File: src/led_ctl_consts.svh
// register map, field positions, reset values and timing counts of the led matrix link
`ifndef LED_CTL_CONSTS_SVH
`define LED_CTL_CONSTS_SVH

// matrix geometry
`define N_SRC_DEF 11
`define N_SINK_DEF 18
`define SINK_GRP 6
`define PWM_STEPS 256

// device pages
`define PAGE_DIM 2'd0
`define PAGE_EN 2'd1
`define PAGE_FUNC 2'd2

// function page offsets
`define REG_CFG 8'h00
`define REG_GCC 8'h01
`define REG_PULL 8'h02
`define REG_RES_FIRST 8'h03
`define REG_RES_LAST 8'h23
`define REG_RESET 8'h2f
`define REG_IST 8'h30
`define REG_IMASK 8'h31

// configuration fields
`define CFG_SSD_BIT 0
`define CFG_SEL_LSB 1
`define CFG_SEL_MASK 8'h06
`define SEL_OFF 2'b00
`define SEL_OPEN 2'b01
`define SEL_SHORT 2'b10
`define PULL_SRC_LSB 4
`define PULL_SINK_LSB 0
`define RESET_KEY 8'hae
`define FUNC_RST 8'h00

// device status bits
`define IST_DONE 0
`define IST_FAULT 1

// detection preconditions
`define GCC_MIN_A 8'h0f
`define GCC_MIN_B 8'h01
`define GCC_MAX 8'h40
`define PULL_A 8'h00
`define PULL_B 8'h30

// timing
`define CLK_NS 5
`define SCAN_SLOT_NS 33000
`define TICK_DIV_DEF (`SCAN_SLOT_NS / (`CLK_NS * `PWM_STEPS))
`define DETECT_WAIT_NS (2 * `N_SRC_DEF * `SCAN_SLOT_NS)
`define DETECT_WAIT_DEF ((`DETECT_WAIT_NS + `CLK_NS - 1) / `CLK_NS)

// host axi4-lite offsets and fields
`define HREG_CTRL 8'h00
`define HREG_ADDR 8'h04
`define HREG_WDATA 8'h08
`define HREG_RDATA 8'h0c
`define HREG_STAT 8'h10
`define HREG_IST 8'h14
`define HREG_IMASK 8'h18
`define CTRL_GO 0
`define CTRL_WRITE 1
`define CTRL_PIN 2
`define HIST_DONE 0
`define HIST_REFUSED 1
`define HIST_DEV 2
`define HOST_PIN_RST 1'b1
`define AXI_OKAY 2'b00
`define AXI_SLVERR 2'b10

`endif

File: src/led_ctl_pkg.sv
// state types shared by both ends of the led matrix link
package led_ctl_pkg;
	typedef enum logic {
		DET_IDLE,
		DET_RUN
	} det_state_t;

	typedef enum logic [1:0] {
		H_IDLE,
		H_START,
		H_CLEAR,
		H_XFER
	} host_state_t;
endpackage

File: src/led_link_if.sv
// register link between host controller and led matrix device
`timescale 1ns/1ps
interface led_link_if;
	logic req;
	logic we;
	logic [1:0] page;
	logic [7:0] addr;
	logic [7:0] wdata;
	logic [7:0] rdata;
	logic ack;
	logic shutdown_pin_n;
	logic dev_irq;

	modport dev (
		input req, we, page, addr, wdata, shutdown_pin_n,
		output rdata, ack, dev_irq
	);
	modport host (
		output req, we, page, addr, wdata, shutdown_pin_n,
		input rdata, ack, dev_irq
	);
endinterface

File: src/led_matrix_host.sv
// host controller: axi4-lite register file driving the led matrix link
`timescale 1ns/1ps
`include "led_ctl_consts.svh"

module led_matrix_host import led_ctl_pkg::*; #(
	parameter int DETECT_WAIT = `DETECT_WAIT_DEF
) (
	// clock and reset
	input wire logic aclk,
	input wire logic aresetn,
	// axi4-lite slave
	input wire logic [7:0] s_axi_awaddr,
	input wire logic s_axi_awvalid,
	output logic s_axi_awready,
	input wire logic [31:0] s_axi_wdata,
	input wire logic [3:0] s_axi_wstrb,
	input wire logic s_axi_wvalid,
	output logic s_axi_wready,
	output logic [1:0] s_axi_bresp,
	output logic s_axi_bvalid,
	input wire logic s_axi_bready,
	input wire logic [7:0] s_axi_araddr,
	input wire logic s_axi_arvalid,
	output logic s_axi_arready,
	output logic [31:0] s_axi_rdata,
	output logic [1:0] s_axi_rresp,
	output logic s_axi_rvalid,
	input wire logic s_axi_rready,
	// interrupt
	output logic irq,
	// device link
	led_link_if.host link
);
	localparam int WAIT_W = $clog2(DETECT_WAIT + 1);

	typedef struct packed {
		host_state_t st;
		logic we;
		logic [1:0] page;
		logic [7:0] addr;
		logic [7:0] wdata;
		logic [7:0] rdata;
		logic pin;
		logic [2:0] ist;
		logic [2:0] imask;
		logic bvalid;
		logic [1:0] bresp;
		logic rvalid;
		logic [1:0] rresp;
		logic [31:0] rbus;
		logic [7:0] global_current_control;
		logic [7:0] pull;
		logic [1:0] sel;
		logic [WAIT_W-1:0] wait_cnt;
	} host_state_reg_t;

	host_state_reg_t s_q;
	host_state_reg_t s_d;
	logic aw_take;
	logic ar_take;
	logic is_cfg;
	logic is_res;
	logic [1:0] nsel;
	logic cond_ok;

	// write address and data are taken together, one write in flight
	assign aw_take = s_axi_awvalid && s_axi_wvalid && !s_q.bvalid;
	assign ar_take = s_axi_arvalid && !s_q.rvalid;
	assign is_cfg = s_q.page == `PAGE_FUNC && s_q.addr == `REG_CFG;
	assign is_res = s_q.page == `PAGE_FUNC && s_q.addr >= `REG_RES_FIRST &&
		s_q.addr <= `REG_RES_LAST;
	assign nsel = s_q.wdata[`CFG_SEL_LSB +: 2];
	assign cond_ok = (s_q.global_current_control >= `GCC_MIN_A && s_q.global_current_control <= `GCC_MAX &&
		s_q.pull == `PULL_A) || (s_q.global_current_control >= `GCC_MIN_B &&
		s_q.global_current_control <= `GCC_MAX && s_q.pull == `PULL_B);

	// next-state logic: bus slave, link sequencer, shadows and events
	always_comb begin
		s_d = s_q;
		if (s_q.wait_cnt != '0) begin
			s_d.wait_cnt = s_q.wait_cnt - WAIT_W'(1);
		end
		if (s_q.bvalid && s_axi_bready) begin
			s_d.bvalid = 1'b0;
		end
		if (s_q.rvalid && s_axi_rready) begin
			s_d.rvalid = 1'b0;
		end
		// bus writes; byte strobes are ignored, each register is one word
		if (aw_take) begin
			s_d.bvalid = 1'b1;
			s_d.bresp = `AXI_OKAY;
			unique case (s_axi_awaddr)
				`HREG_CTRL: begin
					s_d.pin = s_axi_wdata[`CTRL_PIN];
					if (s_axi_wdata[`CTRL_GO] && s_q.st == H_IDLE) begin
						s_d.we = s_axi_wdata[`CTRL_WRITE];
						s_d.st = H_START;
					end
				end
				`HREG_ADDR: begin
					s_d.page = s_axi_wdata[9:8];
					s_d.addr = s_axi_wdata[7:0];
				end
				`HREG_WDATA: s_d.wdata = s_axi_wdata[7:0];
				`HREG_IST: s_d.ist = s_q.ist & ~s_axi_wdata[2:0];
				`HREG_IMASK: s_d.imask = s_axi_wdata[2:0];
				default: s_d.bresp = `AXI_SLVERR;
			endcase
		end
		// bus reads
		if (ar_take) begin
			s_d.rvalid = 1'b1;
			s_d.rresp = `AXI_OKAY;
			unique case (s_axi_araddr)
				`HREG_CTRL: s_d.rbus = {29'h0, s_q.pin, s_q.we, 1'b0};
				`HREG_ADDR: s_d.rbus = {22'h0, s_q.page, s_q.addr};
				`HREG_WDATA: s_d.rbus = {24'h0, s_q.wdata};
				`HREG_RDATA: s_d.rbus = {24'h0, s_q.rdata};
				`HREG_STAT: s_d.rbus = {30'h0, s_q.wait_cnt != '0, s_q.st != H_IDLE};
				`HREG_IST: s_d.rbus = {29'h0, s_q.ist};
				`HREG_IMASK: s_d.rbus = {29'h0, s_q.imask};
				default: begin
					s_d.rbus = 32'h0;
					s_d.rresp = `AXI_SLVERR;
				end
			endcase
		end
		// link sequencer
		unique case (s_q.st)
			H_IDLE: begin
			end
			H_START: begin
				if (!s_q.we && is_res && s_q.wait_cnt != '0) begin
					s_d.st = H_START;
				end else if (s_q.we && is_cfg && nsel != `SEL_OFF && !cond_ok) begin
					s_d.ist[`HIST_REFUSED] = 1'b1;
					s_d.st = H_IDLE;
				end else if (s_q.we && is_cfg && nsel != `SEL_OFF &&
						s_q.sel != `SEL_OFF) begin
					s_d.st = H_CLEAR;
				end else begin
					s_d.st = H_XFER;
				end
			end
			H_CLEAR: begin
				// back through start so req drops for a cycle between accesses
				if (link.ack) begin
					s_d.sel = `SEL_OFF;
					s_d.st = H_START;
				end
			end
			H_XFER: begin
				if (link.ack) begin
					s_d.rdata = link.rdata;
					s_d.st = H_IDLE;
					s_d.ist[`HIST_DONE] = 1'b1;
					if (s_q.we && s_q.page == `PAGE_FUNC) begin
						if (is_cfg) begin
							s_d.sel = nsel;
							if (s_q.sel == `SEL_OFF && nsel != `SEL_OFF) begin
								s_d.wait_cnt = WAIT_W'(DETECT_WAIT);
							end
						end else if (s_q.addr == `REG_GCC) begin
							s_d.global_current_control = s_q.wdata;
						end else if (s_q.addr == `REG_PULL) begin
							s_d.pull = s_q.wdata;
						end else if (s_q.addr == `REG_RESET && s_q.wdata == `RESET_KEY) begin
							s_d.global_current_control = `FUNC_RST;
							s_d.pull = `FUNC_RST;
							s_d.sel = `SEL_OFF;
						end
					end
				end
			end
		endcase
		// device interrupt level, set wins over a clear
		if (link.dev_irq) begin
			s_d.ist[`HIST_DEV] = 1'b1;
		end
	end

	// state register
	always_ff @(posedge aclk) begin
		if (!aresetn) begin
			s_q <= '0;
			s_q.pin <= `HOST_PIN_RST;
		end else begin
			s_q <= s_d;
		end
	end

	// bus handshakes and data
	assign s_axi_awready = aw_take;
	assign s_axi_wready = aw_take;
	assign s_axi_bvalid = s_q.bvalid;
	assign s_axi_bresp = s_q.bresp;
	assign s_axi_arready = !s_q.rvalid;
	assign s_axi_rvalid = s_q.rvalid;
	assign s_axi_rdata = s_q.rbus;
	assign s_axi_rresp = s_q.rresp;
	assign irq = |(s_q.ist & s_q.imask);
	// link drive; the clear step forces a select-off write to the config reg
	assign link.req = s_q.st == H_CLEAR || s_q.st == H_XFER;
	assign link.we = s_q.st == H_CLEAR || s_q.we;
	assign link.page = (s_q.st == H_CLEAR) ? `PAGE_FUNC : s_q.page;
	assign link.addr = (s_q.st == H_CLEAR) ? `REG_CFG : s_q.addr;
	assign link.wdata = (s_q.st == H_CLEAR) ? (s_q.wdata & ~`CFG_SEL_MASK) : s_q.wdata;
	assign link.shutdown_pin_n = s_q.pin;
endmodule

File: src/flat_wrapper.sv
// flat-port wrapper written by rule: the top's interface ports become plain ports
module led_matrix_host_flat import led_ctl_pkg::*;
#(
	parameter int DETECT_WAIT = `DETECT_WAIT_DEF
)
  (aclk, aresetn, s_axi_awaddr, s_axi_awvalid, s_axi_awready, s_axi_wdata, s_axi_wstrb, s_axi_wvalid, s_axi_wready, s_axi_bresp, s_axi_bvalid, s_axi_bready, s_axi_araddr, s_axi_arvalid, s_axi_arready, s_axi_rdata, s_axi_rresp, s_axi_rvalid, s_axi_rready, irq, link_req, link_we, link_page, link_addr, link_wdata, link_shutdown_pin_n, link_rdata, link_ack, link_dev_irq);
  led_link_if link_i ();
  input wire logic aclk;
  input wire logic aresetn;
  input wire logic [7:0] s_axi_awaddr;
  input wire logic s_axi_awvalid;
  output logic s_axi_awready;
  input wire logic [31:0] s_axi_wdata;
  input wire logic [3:0] s_axi_wstrb;
  input wire logic s_axi_wvalid;
  output logic s_axi_wready;
  output logic [1:0] s_axi_bresp;
  output logic s_axi_bvalid;
  input wire logic s_axi_bready;
  input wire logic [7:0] s_axi_araddr;
  input wire logic s_axi_arvalid;
  output logic s_axi_arready;
  output logic [31:0] s_axi_rdata;
  output logic [1:0] s_axi_rresp;
  output logic s_axi_rvalid;
  input wire logic s_axi_rready;
  output logic irq;
  output wire logic [$bits(link_i.req)-1:0] link_req;
  output wire logic [$bits(link_i.we)-1:0] link_we;
  output wire logic [$bits(link_i.page)-1:0] link_page;
  output wire logic [$bits(link_i.addr)-1:0] link_addr;
  output wire logic [$bits(link_i.wdata)-1:0] link_wdata;
  output wire logic [$bits(link_i.shutdown_pin_n)-1:0] link_shutdown_pin_n;
  input wire logic [$bits(link_i.rdata)-1:0] link_rdata;
  input wire logic [$bits(link_i.ack)-1:0] link_ack;
  input wire logic [$bits(link_i.dev_irq)-1:0] link_dev_irq;
  assign link_req = link_i.req;
  assign link_we = link_i.we;
  assign link_page = link_i.page;
  assign link_addr = link_i.addr;
  assign link_wdata = link_i.wdata;
  assign link_shutdown_pin_n = link_i.shutdown_pin_n;
  assign link_i.rdata = link_rdata;
  assign link_i.ack = link_ack;
  assign link_i.dev_irq = link_dev_irq;
  led_matrix_host #(.DETECT_WAIT(DETECT_WAIT)) u_core (.aclk(aclk), .aresetn(aresetn), .s_axi_awaddr(s_axi_awaddr), .s_axi_awvalid(s_axi_awvalid), .s_axi_awready(s_axi_awready), .s_axi_wdata(s_axi_wdata), .s_axi_wstrb(s_axi_wstrb), .s_axi_wvalid(s_axi_wvalid), .s_axi_wready(s_axi_wready), .s_axi_bresp(s_axi_bresp), .s_axi_bvalid(s_axi_bvalid), .s_axi_bready(s_axi_bready), .s_axi_araddr(s_axi_araddr), .s_axi_arvalid(s_axi_arvalid), .s_axi_arready(s_axi_arready), .s_axi_rdata(s_axi_rdata), .s_axi_rresp(s_axi_rresp), .s_axi_rvalid(s_axi_rvalid), .s_axi_rready(s_axi_rready), .irq(irq), .link(link_i));
endmodule
File: config.mk
export PLATFORM = sky130hd
export DESIGN_NAME = led_matrix_host_flat
export DESIGN_NICKNAME = d
export VERILOG_FILES = /design/src/led_ctl_pkg.sv /design/src/led_link_if.sv /design/src/led_matrix_host.sv /design/src/flat_wrapper.sv
export VERILOG_INCLUDE_DIRS = /design/src /design/src/src
export SDC_FILE = /design/constraint.sdc
export NUM_CORES = 1
export LEC_CHECK = 0
export ABC_CLOCK_PERIOD_IN_PS = 3600
export BUFFER_PORTS_ARGS = -buffer_cell sky130_fd_sc_hd__buf_2
export CORE_AREA = 5 5 126 128
export DETAILED_ROUTE_END_ITERATION = 12
export DIE_AREA = 0 0 131 133
export PLACE_DENSITY = 0.52
export SLEW_MARGIN = 10
export SYNTH_ARGS = -nofsm -noshare
export SYNTH_HDL_FRONTEND = slang
export SYNTH_SLANG_ARGS = --single-unit
File: constraint.sdc
create_clock -name aclk -period 3.6 [get_ports aclk]
set_input_delay 0.18 -clock aclk [delete_from_list [all_inputs] [get_ports aclk]]
set_output_delay 0.18 -clock aclk [all_outputs]
set_load 0.02 [all_outputs]
==> flow_metrics.py <==
metrics = {
    "critical_path": {
        "path_cells": "nor4_1 > nand3_1 > or4b_1 > nand2_2 > nor2_1",
        "crit_arrival_ps": 2700,
        "end_kind": "flip-flop",
        "required_ps": 3820,
        "crit_family": "simple AND/OR/NAND/NOR gates",
        "critical_path_class": "reg2reg",
        "max_stage_delay_ps": 790,
        "crit_fanout": 10,
        "crit_slowest_cell": "or4b_1",
        "cp.buffers_inverters": 0,
        "cp-start-kind": "flip-flop",
    },
    "sta": {
        "max_freq_mhz": 402.2,
        "rsz0062_at_grt": "false",
        "clock_skew_ps": 9.819,
        "tightest_slew_ps": 660.9,
        "hold_violations": 0,
        "period_minus_slack_ps": 2487,
        "final_max_slew_viol_count": 0,
        "fin_crit_sh": 0.6907,
        "tns_ps": 0,
        "relSlewSlack": 0.5585,
        "setup_viol": 0,
    },
    "route": {
        "first_pass_iters": 4,
        "drt_iter0_drc": 219,
        "dr_total_vias": 3717,
        "vias_per_cell": 4.897,
        "drcViolationCount": 0,
        "wire_per_inst_um": 15.82,
        "wirelength_mm": 12.01,
        "antenna_left": 0,
    },
    "synthesis": {
        "yosys_warnings": 0,
        "synth-async-reset-ratio": 0,
        "ys_seq_elements": 86,
        "synth_edf_count": 0,
        "synth.most_common_cell": "dfxtp_1",
        "synth_seq_area_share": 0.4001,
        "synth_top_area_frac": 0.4001,
        "synth_common_cells": "dfxtp_1, nand2_1, buf_4",
        "yosys-top-cells-area": "dfxtp_1, buf_4, nand2_1",
        "synth_area_sq_mm": 0.004303,
        "ys_types": 60,
        "syn_area_per_cell_sq_um": 8.404,
        "synth_area_leader_cell": "dfxtp_1",
        "synthFlopType": "dfxtp_1",
        "syn_inst": 512,
    },
    "layout": {
        "nNetsFinal": 636,
        "drive_gt1_frac": 0.2102,
        "antenna_cells": 0,
        "area_delta_synth_final_pct": 15.61,
        "stdcell_count": 759,
    },
    "clock_network": {
        "holdBufCountCts": 0,
        "cts_buffers": 9,
        "cts_root_buffer": "clkbuf_16",
        "cts-htree-levels": 3,
        "cts_tree": "yes",
        "clk-insertion-delay-late_ps": 340,
        "cts.sinks": 86,
        "cts_buffer_depth": 2,
        "cts_resized": 0,
        "clk_pin_slew_ps": 70,
        "postCtsSetupBuffers": 0,
    },
    "place": {
        "port_buffers": 81,
        "dpl.hpwl_mm": 9.184,
        "dp.cells": 743,
        "place.gp.congestion": 0.8283,
    },
    "grt": {
        "grtUsageTotal": 0.1407,
        "globalRoute.totalOverflow": 0,
        "grt_pass1_wl_mm": 19.37,
        "grt_start_max_net_pins": 21,
        "grt_pass1_vias": 3615,
        "antenna_found_initial": 0,
    },
    "power": {
        "p_total_uw": 2596,
        "switching_share": 0.3078,
        "p_comb_frac": 0.212,
        "irDropWorstVdd_mv": 0.2394,
        "p_seq_frac": 0.413,
        "clkPwrFrac": 0.375,
        "power_density_mw_per_mm2": 521.9,
        "intPower_uw": 1797,
        "power_switching_uw": 799.1,
        "p_leak_uw": 0.001988,
    },
    "status": {
        "status": "finished, final reports clean",
    },
    "floorplan": {
        "io_pins": 132,
        "die_y_um": 133,
        "initial_utilization": 0.2917,
        "die_x_um": 131,
        "fp.dieArea_sq_mm": 0.01742,
        "rows": 45,
        "core_area_sq_mm": 0.01475,
    },
    "job": {
        "maxCapViolCount": 0,
    },
    "worst_hold_path": {
        "hold_class": "in2reg",
    },
}
## worst reg2reg max path, stage by stage (launching register included)
cell	delay, ps
dfxtp_1	410
nor4_1	590
nand3_1	180
or4b_1	790
nand2_2	320
nor2_1	90
## placed cells by master, fill, tap and decap left out, drive strengths merged, types with 11 or more instances in the layout
cell type,netlist,layout
buf,46,85
nor2,42,42
o21ai,20,20
and2,11,11
nand4,12,12
mux2i,13,13
nand2,65,65
conb,1,24
a22o,16,16
inv,10,14
dfxtp,86,86
a21oi,37,37
## area by class of cell
cell class | instances | area (sq um)
timing repair buffer | 85 | 435.4
clock inverter | 6 | 76.32
sequential | 86 | 1722
fill | 1585 | 9777
inverter | 10 | 37.54
tap | 188 | 235.2
multi-input combinational | 374 | 2230
clock buffer | 10 | 239.0
## stage by stage
stage | instance area, sq um | utilization | setup WS, ps | hold slack (ps)
after floorplan | 4389 | - | 1599 | 274.3
after global placement | 4659 | 0.3159 | 1167 | 368.2
after detailed placement | 4659 | 0.3159 | 1153 | 370.3
after CTS | 4975 | 0.3372 | 1140 | 15.14
after global routing | 4975 | 0.3372 | 904.9 | 35.58
final | 4975 | 0.3372 | 1113 | 26.37
## routing by layer
metal,global-route usage,share of wire
met3,0.02907,0.050
met1,0.1908,0.47
met2,0.2209,0.47
met5,0,0
met4,0.04743,0.016
## registers in the layout, summed over array words and instances (netlist names)
name and cells:
u_core.s_axi_rvalid 1, u_core.s_q 69, u_core.s_axi_rresp 1, u_core.s_axi_rdata 10, u_core.s_axi_bvalid 1, u_core.nsel 2
u_core.s_axi_bresp 1, u_core.link.shutdown_pin_n 1
## power by group through the flow
stage                     Clock [uW]  Combinational [uW]  Sequential [uW]
after floorplan                    0                 445             1080
after global placement             0                 539             1090
after detailed placement           0                 548             1090
after CTS                        997                 551             1070
after global routing            1040                 628             1090
final                            973                 551             1070
## cells by family (layout without fill, tap and decap cells)
logic type / after synthesis / after routing / synth area share
simple gates: 207 / 207 / 0.2501
compound gates: 112 / 112 / 0.1713
flops: 86 / 86 / 0.4001
buf+inv: 75 / 111 / 0.1032
mux: 20 / 20 / 0.05118
xor+xnor: 10 / 10 / 0.02036
fa+ha+maj: 1 / 1 / 0.002907
other cells: 1 / 24 / 0.0008715
## final timing paths
path                                            from                                 end  slack, ps  cells past startpoint
hold / removal                          s_axi_rready    u_core.s_axi_rvalid$_SDFFE_PN0P_         30                      2
setup / recovery         u_core.s_q[99]$_SDFFE_PN0P_           u_core.s_q[11]$_SDFF_PN0_       1110                      5
hold reg to reg   u_core.s_axi_rdata[8]$_SDFFE_PN0P_  u_core.s_axi_rdata[8]$_SDFFE_PN0P_        450                      2
setup reg to reg         u_core.s_q[99]$_SDFFE_PN0P_           u_core.s_q[11]$_SDFF_PN0_       1110                      5
(Power assumes the default switching activity.)
